<file path="src/fcr_cfg.svh">
`ifndef FCR_CFG_SVH
`define FCR_CFG_SVH

// ----------------------------------------------------------------
// command codes
// ----------------------------------------------------------------
`define FCR_CMD_SET_READ_NV   8'h65
`define FCR_CMD_SET_READ_V0   8'hc0
`define FCR_CMD_SET_READ_V1   8'h63
`define FCR_CMD_WR_FUNC       8'h42

// ----------------------------------------------------------------
// function register fields and reset values
// ----------------------------------------------------------------
`define FCR_FN_RST_DIS_BIT    0
`define FCR_FN_BOTTOM_BIT     1
`define FCR_FN_PGM_SUS_BIT    2
`define FCR_FN_ERS_SUS_BIT    3
`define FCR_FN_LOCK_LSB       4
`define FCR_FN_OTP_MASK       8'hf3
`define FCR_FN_RESET          8'h00

// ----------------------------------------------------------------
// read register fields and reset values
// ----------------------------------------------------------------
`define FCR_RD_BURST_LSB      0
`define FCR_RD_WRAP_BIT       2
`define FCR_RD_DUMMY_LSB      3
`define FCR_RD_ROLE_BIT       7
`define FCR_RD_RESET          8'h00
`define FCR_BURST_BASE        7'h08

`endif

</file>
<file path="src/fcr_pkg.sv">
package fcr_pkg;

  typedef struct packed {
    logic [3:0] info_row_lock;
    logic       erase_paused_flag;
    logic       program_paused_flag;
    logic       protect_range_bottom;
    logic       reset_pin_disable;
  } fcr_func_t;

  typedef struct packed {
    logic       shared_pin_role_sel;
    logic [3:0] dummy_count;
    logic       wrap_at_burst_en;
    logic [1:0] burst_len;
  } fcr_read_t;

  typedef struct packed {
    logic       valid;
    logic       first;
    logic [7:0] data;
  } fcr_byte_t;

  typedef enum logic [1:0] {
    FCR_POWER_UP,
    FCR_IDLE,
    FCR_WAIT_DATA,
    FCR_IGNORE
  } fcr_state_t;

endpackage

</file>
<file path="src/fcr_spi_rx.sv">
`timescale 1ns/100ps
module fcr_spi_rx
  import fcr_pkg::*;
(
  input  wire logic      sys_clk_i,
  input  wire logic      sys_rst_i,
  input  wire logic      link_sclk_i,
  input  wire logic      link_cs_n_i,
  input  wire logic      link_si_i,
  output fcr_byte_t      rx_o
);

  // ----------------------------------------------------------------
  // two-stage synchronisers, second stage is the only reader
  // ----------------------------------------------------------------
  logic [2:0] sync_a;
  logic [2:0] sync_b;
  logic       sclk_prev;
  logic [2:0] bit_cnt;
  logic [6:0] shift;
  logic       first_pend;
  logic [2:0] next_bit_cnt;
  logic [6:0] next_shift;
  logic       next_first_pend;
  fcr_byte_t  next_rx;
  logic       sclk_rise;

  always_ff @(posedge sys_clk_i)
  begin
    sync_a <= {link_sclk_i, link_cs_n_i, link_si_i};
    sync_b <= sync_a;
  end

  // ----------------------------------------------------------------
  // mode 0 shift, msb first; cs high aborts any partial byte
  // ----------------------------------------------------------------
  always_comb
  begin
    sclk_rise       = sync_b[2] & ~sclk_prev;
    next_bit_cnt    = bit_cnt;
    next_shift      = shift;
    next_first_pend = first_pend;
    next_rx         = '0;
    if (sync_b[1])
    begin
      next_bit_cnt    = 3'h0;
      next_first_pend = 1'b1;
    end
    else if (sclk_rise)
    begin
      next_bit_cnt = bit_cnt + 3'h1;
      next_shift   = {shift[5:0], sync_b[0]};
      if (bit_cnt == 3'h7)
      begin
        next_rx.valid   = 1'b1;
        next_rx.first   = first_pend;
        next_rx.data    = {shift, sync_b[0]};
        next_first_pend = 1'b0;
      end
    end
  end

  always_ff @(posedge sys_clk_i)
  begin
    if (sys_rst_i)
    begin
      sclk_prev  <= 1'b0;
      bit_cnt    <= 3'h0;
      shift      <= 7'h00;
      first_pend <= 1'b1;
      rx_o       <= '0;
    end
    else
    begin
      sclk_prev  <= sync_b[2];
      bit_cnt    <= next_bit_cnt;
      shift      <= next_shift;
      first_pend <= next_first_pend;
      rx_o       <= next_rx;
    end
  end

endmodule

</file>
<file path="src/fcr_regs.sv">
`timescale 1ns/100ps
`include "fcr_cfg.svh"
module fcr_regs
  import fcr_pkg::*;
(
  input  wire logic       sys_clk_i,
  input  wire logic       sys_rst_i,
  input  wire logic       link_sclk_i,
  input  wire logic       link_cs_n_i,
  input  wire logic       link_si_i,
  input  wire logic       has_dedicated_reset_i,
  input  wire logic       reset_disable_default_i,
  input  wire logic       quad_lines_on_i,
  input  wire logic       qpi_mode_i,
  input  wire logic       program_busy_i,
  input  wire logic       erase_busy_i,
  input  wire logic       suspend_cmd_i,
  input  wire logic       resume_cmd_i,
  input  wire logic [1:0] row_program_sel_i,
  output fcr_func_t       func_o,
  output fcr_read_t       read_o,
  output fcr_read_t       read_nv_o,
  output logic            dedicated_reset_active_o,
  output logic            shared_pin_is_reset_o,
  output logic            shared_pin_is_data_o,
  output logic            row_program_blocked_o,
  output logic [3:0]      dummy_cycles_o,
  output logic            wrap_at_burst_o,
  output logic [6:0]      burst_bytes_o,
  output logic            ready_o
);

  // ----------------------------------------------------------------
  // link receiver
  // ----------------------------------------------------------------
  fcr_byte_t rx;

  fcr_spi_rx u_rx (
    .sys_clk_i   (sys_clk_i),
    .sys_rst_i   (sys_rst_i),
    .link_sclk_i (link_sclk_i),
    .link_cs_n_i (link_cs_n_i),
    .link_si_i   (link_si_i),
    .rx_o        (rx)
  );

  function automatic logic is_read_cmd(input logic [7:0] op);
    is_read_cmd = (op == `FCR_CMD_SET_READ_NV) ||
                  (op == `FCR_CMD_SET_READ_V0) ||
                  (op == `FCR_CMD_SET_READ_V1) ||
                  (op == `FCR_CMD_WR_FUNC);
  endfunction

  // ----------------------------------------------------------------
  // command sequencing and register state
  // ----------------------------------------------------------------
  fcr_state_t state;
  fcr_state_t next_state;
  logic [7:0] opcode;
  logic [7:0] next_opcode;
  fcr_func_t  func;
  fcr_func_t  next_func;
  fcr_read_t  rd_v;
  fcr_read_t  next_rd_v;
  fcr_read_t  rd_nv;
  fcr_read_t  next_rd_nv;
  logic [7:0] otp_set;

  always_comb
  begin
    next_state = state;
    next_opcode = opcode;
    next_func = func;
    next_rd_v = rd_v;
    next_rd_nv = rd_nv;
    otp_set = 8'h00;
    case (state)
      FCR_POWER_UP:
      begin
        // strap sampled after release, never inside reset
        next_func.reset_pin_disable = reset_disable_default_i;
        next_rd_v = rd_nv;
        next_state = FCR_IDLE;
      end
      FCR_IDLE:
      begin
        if (rx.valid)
        begin
          next_opcode = rx.data;
          if (rx.first && is_read_cmd(rx.data))
          begin
            next_state = FCR_WAIT_DATA;
          end
          else
          begin
            next_state = FCR_IGNORE;
          end
        end
      end
      FCR_WAIT_DATA:
      begin
        if (rx.valid && rx.first)
        begin
          next_opcode = rx.data;
          next_state = is_read_cmd(rx.data) ? FCR_WAIT_DATA : FCR_IGNORE;
        end
        else if (rx.valid)
        begin
          next_state = FCR_IGNORE;
          case (opcode)
            `FCR_CMD_SET_READ_NV: next_rd_nv = fcr_read_t'(rx.data);
            `FCR_CMD_SET_READ_V0: next_rd_v = fcr_read_t'(rx.data);
            `FCR_CMD_SET_READ_V1: next_rd_v = fcr_read_t'(rx.data);
            // only ones are ever or-ed in, suspend flags masked off
            default: otp_set = rx.data & `FCR_FN_OTP_MASK;
          endcase
        end
      end
      FCR_IGNORE:
      begin
        if (rx.valid && rx.first)
        begin
          next_opcode = rx.data;
          next_state = is_read_cmd(rx.data) ? FCR_WAIT_DATA : FCR_IGNORE;
        end
      end
      default: next_state = FCR_IDLE;
    endcase
    next_func = fcr_func_t'(8'(next_func) | otp_set);
    // suspend sets win over a resume in the same cycle
    if (resume_cmd_i)
    begin
      next_func.program_paused_flag = 1'b0;
      next_func.erase_paused_flag = 1'b0;
    end
    if (suspend_cmd_i && program_busy_i)
    begin
      next_func.program_paused_flag = 1'b1;
    end
    if (suspend_cmd_i && erase_busy_i)
    begin
      next_func.erase_paused_flag = 1'b1;
    end
  end

  always_ff @(posedge sys_clk_i)
  begin
    if (sys_rst_i)
    begin
      state  <= FCR_POWER_UP;
      opcode <= 8'h00;
      func   <= fcr_func_t'(`FCR_FN_RESET);
      rd_v   <= fcr_read_t'(`FCR_RD_RESET);
      rd_nv  <= fcr_read_t'(`FCR_RD_RESET);
    end
    else
    begin
      state  <= next_state;
      opcode <= next_opcode;
      func   <= next_func;
      rd_v   <= next_rd_v;
      rd_nv  <= next_rd_nv;
    end
  end

  // ----------------------------------------------------------------
  // decoded controls, registered so every output is a flop
  // ----------------------------------------------------------------
  logic       next_ded_rst;
  logic       next_pin_reset;
  logic       next_pin_data;
  logic       next_row_block;
  logic [6:0] next_burst;

  always_comb
  begin
    next_pin_data  = quad_lines_on_i | qpi_mode_i;
    next_ded_rst   = has_dedicated_reset_i &
                     ~next_func.reset_pin_disable;
    // dedicated-reset parts keep hold unless the pin was retired or quad/qpi makes it a data line
    if (next_pin_data)
    begin
      next_pin_reset = 1'b0;
    end
    else if (has_dedicated_reset_i)
    begin
      next_pin_reset = next_func.reset_pin_disable;
    end
    else
    begin
      next_pin_reset = next_rd_v.shared_pin_role_sel;
    end
    next_row_block = next_func.info_row_lock[row_program_sel_i];
    next_burst = `FCR_BURST_BASE << next_rd_v.burst_len;
  end

  always_ff @(posedge sys_clk_i)
  begin
    if (sys_rst_i)
    begin
      func_o                   <= '0;
      read_o                   <= '0;
      read_nv_o                <= '0;
      dedicated_reset_active_o <= 1'b0;
      shared_pin_is_reset_o    <= 1'b0;
      shared_pin_is_data_o     <= 1'b0;
      row_program_blocked_o    <= 1'b0;
      dummy_cycles_o           <= 4'h0;
      wrap_at_burst_o          <= 1'b0;
      burst_bytes_o            <= `FCR_BURST_BASE;
      ready_o                  <= 1'b0;
    end
    else
    begin
      func_o                   <= next_func;
      read_o                   <= next_rd_v;
      read_nv_o                <= next_rd_nv;
      dedicated_reset_active_o <= next_ded_rst;
      shared_pin_is_reset_o    <= next_pin_reset;
      shared_pin_is_data_o     <= next_pin_data;
      row_program_blocked_o    <= next_row_block;
      dummy_cycles_o           <= next_rd_v.dummy_count;
      wrap_at_burst_o          <= next_rd_v.wrap_at_burst_en;
      burst_bytes_o            <= next_burst;
      ready_o                  <= (next_state != FCR_POWER_UP);
    end
  end

endmodule

</file>
<file path="config.mk">
export PLATFORM = sky130hd
export DESIGN_NAME = fcr_regs
export DESIGN_NICKNAME = d
export VERILOG_FILES = /design/src/fcr_pkg.sv /design/src/fcr_spi_rx.sv /design/src/fcr_regs.sv
export VERILOG_INCLUDE_DIRS = /design/src
export SDC_FILE = /design/constraint.sdc
export NUM_CORES = 1
export LEC_CHECK = 0
export BUFFER_PORTS_ARGS = -buffer_cell sky130_fd_sc_hd__buf_2
export CORE_MARGIN = 2
export CORE_UTILIZATION = 54
export CTS_CLUSTER_DIAMETER = 100
export DETAILED_ROUTE_END_ITERATION = 8
export GPL_TIMING_DRIVEN = 0
export PLACE_DENSITY = 0.88
export SYNTH_ARGS = -nofsm -noshare
export SYNTH_HDL_FRONTEND = slang
export SYNTH_HIERARCHICAL = 1
export SYNTH_SLANG_ARGS = --single-unit
</file>
<file path="constraint.sdc">
create_clock -name sys_clk_i -period 5.5 [get_ports sys_clk_i]
set_input_delay 1.375 -clock sys_clk_i [delete_from_list [all_inputs] [get_ports sys_clk_i]]
set_output_delay 1.375 -clock sys_clk_i [all_outputs]
set_load 0.01 [all_outputs]
</file>
==> results by group <==
Die
  – Die X: 75.5 um
  – Die area: 5700 um^2
  – Initial Util: 55.1%
  – Core area: 5010 um^2
  – I/O Pins: 56
  – Row cnt: 26
  – Die Ht: 75.5 um

Critical path
  – Reg2Reg Capture Point: row_program_blocked_o$_SDFF_PP0_
  – Critical path's top delay family: flip-flops
  – Reg2Reg Depth: 5
  – Setup CP Type: flop to primary output
  – Worst path slowest cell: dfxtp_1
  – R2R setup slack: 3.56 ns
  – CP required: 4.12 ns
  – Critical Path, Cell by Cell: buf_4, buf_2
  – CP arrival: 0.98 ns
  – Element type at the critical path end: primary output
  – Slowest cell delay on critical path: 0.39 ns
  – Crit-path max FO: 3
  – Startpoint Class: flop
  – Buf/Inv on CP: 2
  – RR Startpoint: opcode[3]$_SDFFE_PP0P_

Synth
  – Flops & latches, synth: 71
  – Synth area leaders: dfxtp_1 51%, mux2i_1 6.9%, nor2_1 4.5%
  – Synth Area in XOR/XNOR: 0.952%
  – Synth Area in Compound Gates: 13.3%
  – Yosys top cell area share: 51.5%
  – Main synth FF type: dfxtp_1
  – EDFF count, synth: 0
  – Post-synthesis mux area share: 7.29%
  – Warnings, synthesis: 6
  – Post-synthesis simple-gate area fraction: 21.3%
  – Post-synth cell types: 55
  – Post-Synth Adder-Cell Area: 0.906%
  – Main combinational cell family by area after synthesis: simple AND/OR/NAND/NOR gates
  – Ys async rst share: 0%
  – Synth area leader: dfxtp_1
  – Sequential area share after synthesis: 51.5%
  – Avg Cell Area, Syn: 10.4 um^2
  – Synthesized cell area: 2760 um^2
  – Cells after synthesis: 266

Power
  – Max VDD drop: 166 uV
  – NetSw: 0.208 mW
  – Sw frac: 22.7%
  – PD cells: 280 nW/um^2
  – Clock group share of total power: 38.2%
  – Internal: 0.709 mW
  – Gate power share: 4.4%
  – Static Leak: 1.48 nW
  – Sequential power share: 57.4%

Global route
  – Largest net degree at the start of global routing: 12
  – Grt total ovfl: 0
  – Vias in the first global route: 1,876
  – First-pass GRT wire length: 8780 um
  – Initial antenna violation count: 0
  – Global-route usage over all layers: 21.0%

Hold path
  – Hold depth: 0
  – Hold Startpoint: u_rx/sync_a[1]$_DFF_P_
  – Worst Hold Class: flop to flop
  – Hold EP: u_rx/sync_b[1]$_DFF_P_

Clocking
  – Post-cts sizing count: 0
  – Hold Buf Count CTS: 0
  – Worst skew pair latency: 0.34 ns
  – Worst-path clk slew: 0.07 ns
  – Clk buf depth: 2
  – Number of post-CTS setup repair buffers: 0
  – Num CTS Buffers: 9
  – CTS tree: done
  – H-Tree Level Count: 3
  – Clock root cell: clkbuf_8
  – CTS sink count: 71

Route
  – DR vias/cell: 5.37
  – Routed WL: 5540 um
  – Detailed Route Iter0 Violations: 153
  – Vias post-DR: 2,174
  – Antenna viol nets, final: 0
  – Detailed Routing Iterations Pass 1: 5
  – Routed wire per std cell: 13.7 um
  – Post-route DRC: 0

Timing
  – Tmin final: 2.35 ns
  – Endpoints failing hold: 0
  – Setup_tns: 0 ns
  – Slew HR: 56.3%
  – RSZ-0062 raised after global routing: false
  – # setup viols final: 0
  – Fmax: 0.425 GHz
  – Final Skew: 0.00446 ns
  – Worst Max-Slew Pin Slew: 0.653 ns
  – Max Slew Vio Count: 0
  – Fin crit share: 42.8%

Cells and area
  – Layout Cells excl Fill: 405
  – Layout cells sized above 1: 30.4%
  – # fillers: 427
  – P&R area growth vs syn: 18.8%
  – Final nets: 348
  – ANT cells: 0

Placement
  – Global placement routability congestion: 0.845
  – DP Wirelength: 4000 um
  – Placed Cells: 390
  – IO buf count: 52

Flow run
  – Max_cap viols: 0

Run status
  – Status: finished clean
[state kept, by name (all words and copies together) (netlist names), 2 cells and up]
| register | count |
|---|---|
| u_rx/rx_o | 10 |
| func_o | 8 |
| opcode | 8 |
| read_nv_o | 8 |
| u_rx/shift | 7 |
| burst_bytes_o | 4 |
| dummy_cycles_o | 4 |
| read_o | 3 |
| u_rx/bit_cnt | 3 |
| u_rx/sync_a | 3 |
| u_rx/sync_b | 3 |
| state | 2 |
[layout make-up]
class | count | area (um^2) | area share (%)
plain buffers | 17 | 103 | 3.13
clock buffers | 11 | 141 | 4.31
clock inverters | 4 | 22.5 | 0.686
inverters | 7 | 26.3 | 0.801
multi-input cells | 173 | 1220 | 37.1
flip-flops and latches | 71 | 1420 | 43.3
well taps | 70 | 87.6 | 2.67
repair buffers | 52 | 260 | 7.93
[cell usage after synthesis, types with 3 or more instances]
cell / instances
dfxtp_1: 71
nor2_1: 33
mux2i_1: 19
and2_1: 13
nand2_1: 12
a22oi_1: 9
buf_4: 8
a21oi_2: 7
clkbuf_1: 7
inv_1: 7
nand2_2: 7
a21oi_1: 5
nor3_1: 5
o2bb2ai_1: 5
a31oi_1: 4
a41o_1: 3
[routing by layer]
layer  track usage, %  wire length (um)  part of all wire [%]
met5                0                 0                     0
met4             12.5               117                   2.1
met3             5.42               318                   5.7
met2             34.7              2820                    51
met1             24.6              2280                    41
[worst register-to-register path, delay by kind of cell, from the launching register on]
kind / cells / cell delay, ns
AOI/OAI and AO/OA: 2 / 0.43
DFF: 1 / 0.35
and+or+nand+nor: 3 / 1.05
[worst max-delay path by stage]
stage                                 start              endpoint  slack (ns)  cells past startpoint
6_report       wrap_at_burst_o$_SDFFE_PP0P_             read_o[2]        3.15                      2
5_1_grt                           sys_rst_i  func_o[3]$_SDFF_PP0_        3.05                      4
4_1_cts        wrap_at_burst_o$_SDFFE_PP0P_             read_o[2]        3.15                      2
3_5_place_dp                      sys_rst_i  func_o[3]$_SDFF_PP0_        2.81                      4
3_3_place_gp                      sys_rst_i  func_o[3]$_SDFF_PP0_        2.82                      4
2_1_floorplan                     sys_rst_i  func_o[1]$_SDFF_PP0_        3.39                      3
[kinds of logic (layout without fill, tap and decap cells)]
family	count (synthesis)	after routing
simple gates	98	98
flops	71	71
compound gates	47	47
buf+inv	24	91
mux	20	20
xor+xnor	3	3
fa+ha+maj	2	2
other cells	1	3
[cells in the final DEF, fill, tap and decap left out, types with 2 or more instances in the layout]
cell type / count
nand2_1: 12
and2_1: 13
or3b_1: 2
a21oi_1: 5
nor2_1: 33
conb_1: 3
a22oi_1: 9
clkinv_2: 3
a21oi_2: 7
nor2b_1: 2
nand2_2: 7
and3_1: 2
dfxtp_1: 71
a41o_1: 3
buf_4: 8
nand3b_1: 2
clkbuf_8: 10
o21ai_0: 2
xnor2_1: 2
clkbuf_1: 8
inv_1: 7
a31oi_1: 4
buf_2: 53
o31ai_1: 2
mux2i_1: 19
o2111ai_1: 2
nand3_1: 2
nor4b_4: 2
nor3_1: 5
ha_1: 2
nand2b_1: 2
o2bb2ai_1: 5
[power groups by stage]
stage          combinational, mW  clock (mW)  sequential [mW]
2_1_floorplan             0.0236           0            0.539
3_3_place_gp              0.0396           0            0.537
3_5_place_dp              0.0403           0            0.538
4_1_cts                   0.0405       0.358            0.526
5_1_grt                   0.0451       0.380            0.527
6_report                  0.0404       0.351            0.526
[metrics by stage]
stage	worst slack (ns)	util (%)	hold WS, ns	cell area (um^2)	power [mW]
after floorplan	3.39	-	0.310	2770	0.562
after global placement	2.82	62.2	0.311	3120	0.577
after detailed placement	2.81	62.2	0.313	3120	0.578
after CTS	3.15	65.5	0.330	3280	0.925
after global routing	3.05	65.5	0.344	3280	0.952
final	3.15	65.5	0.327	3280	0.917
No activity file was read; power rests on OpenSTA's default activity.
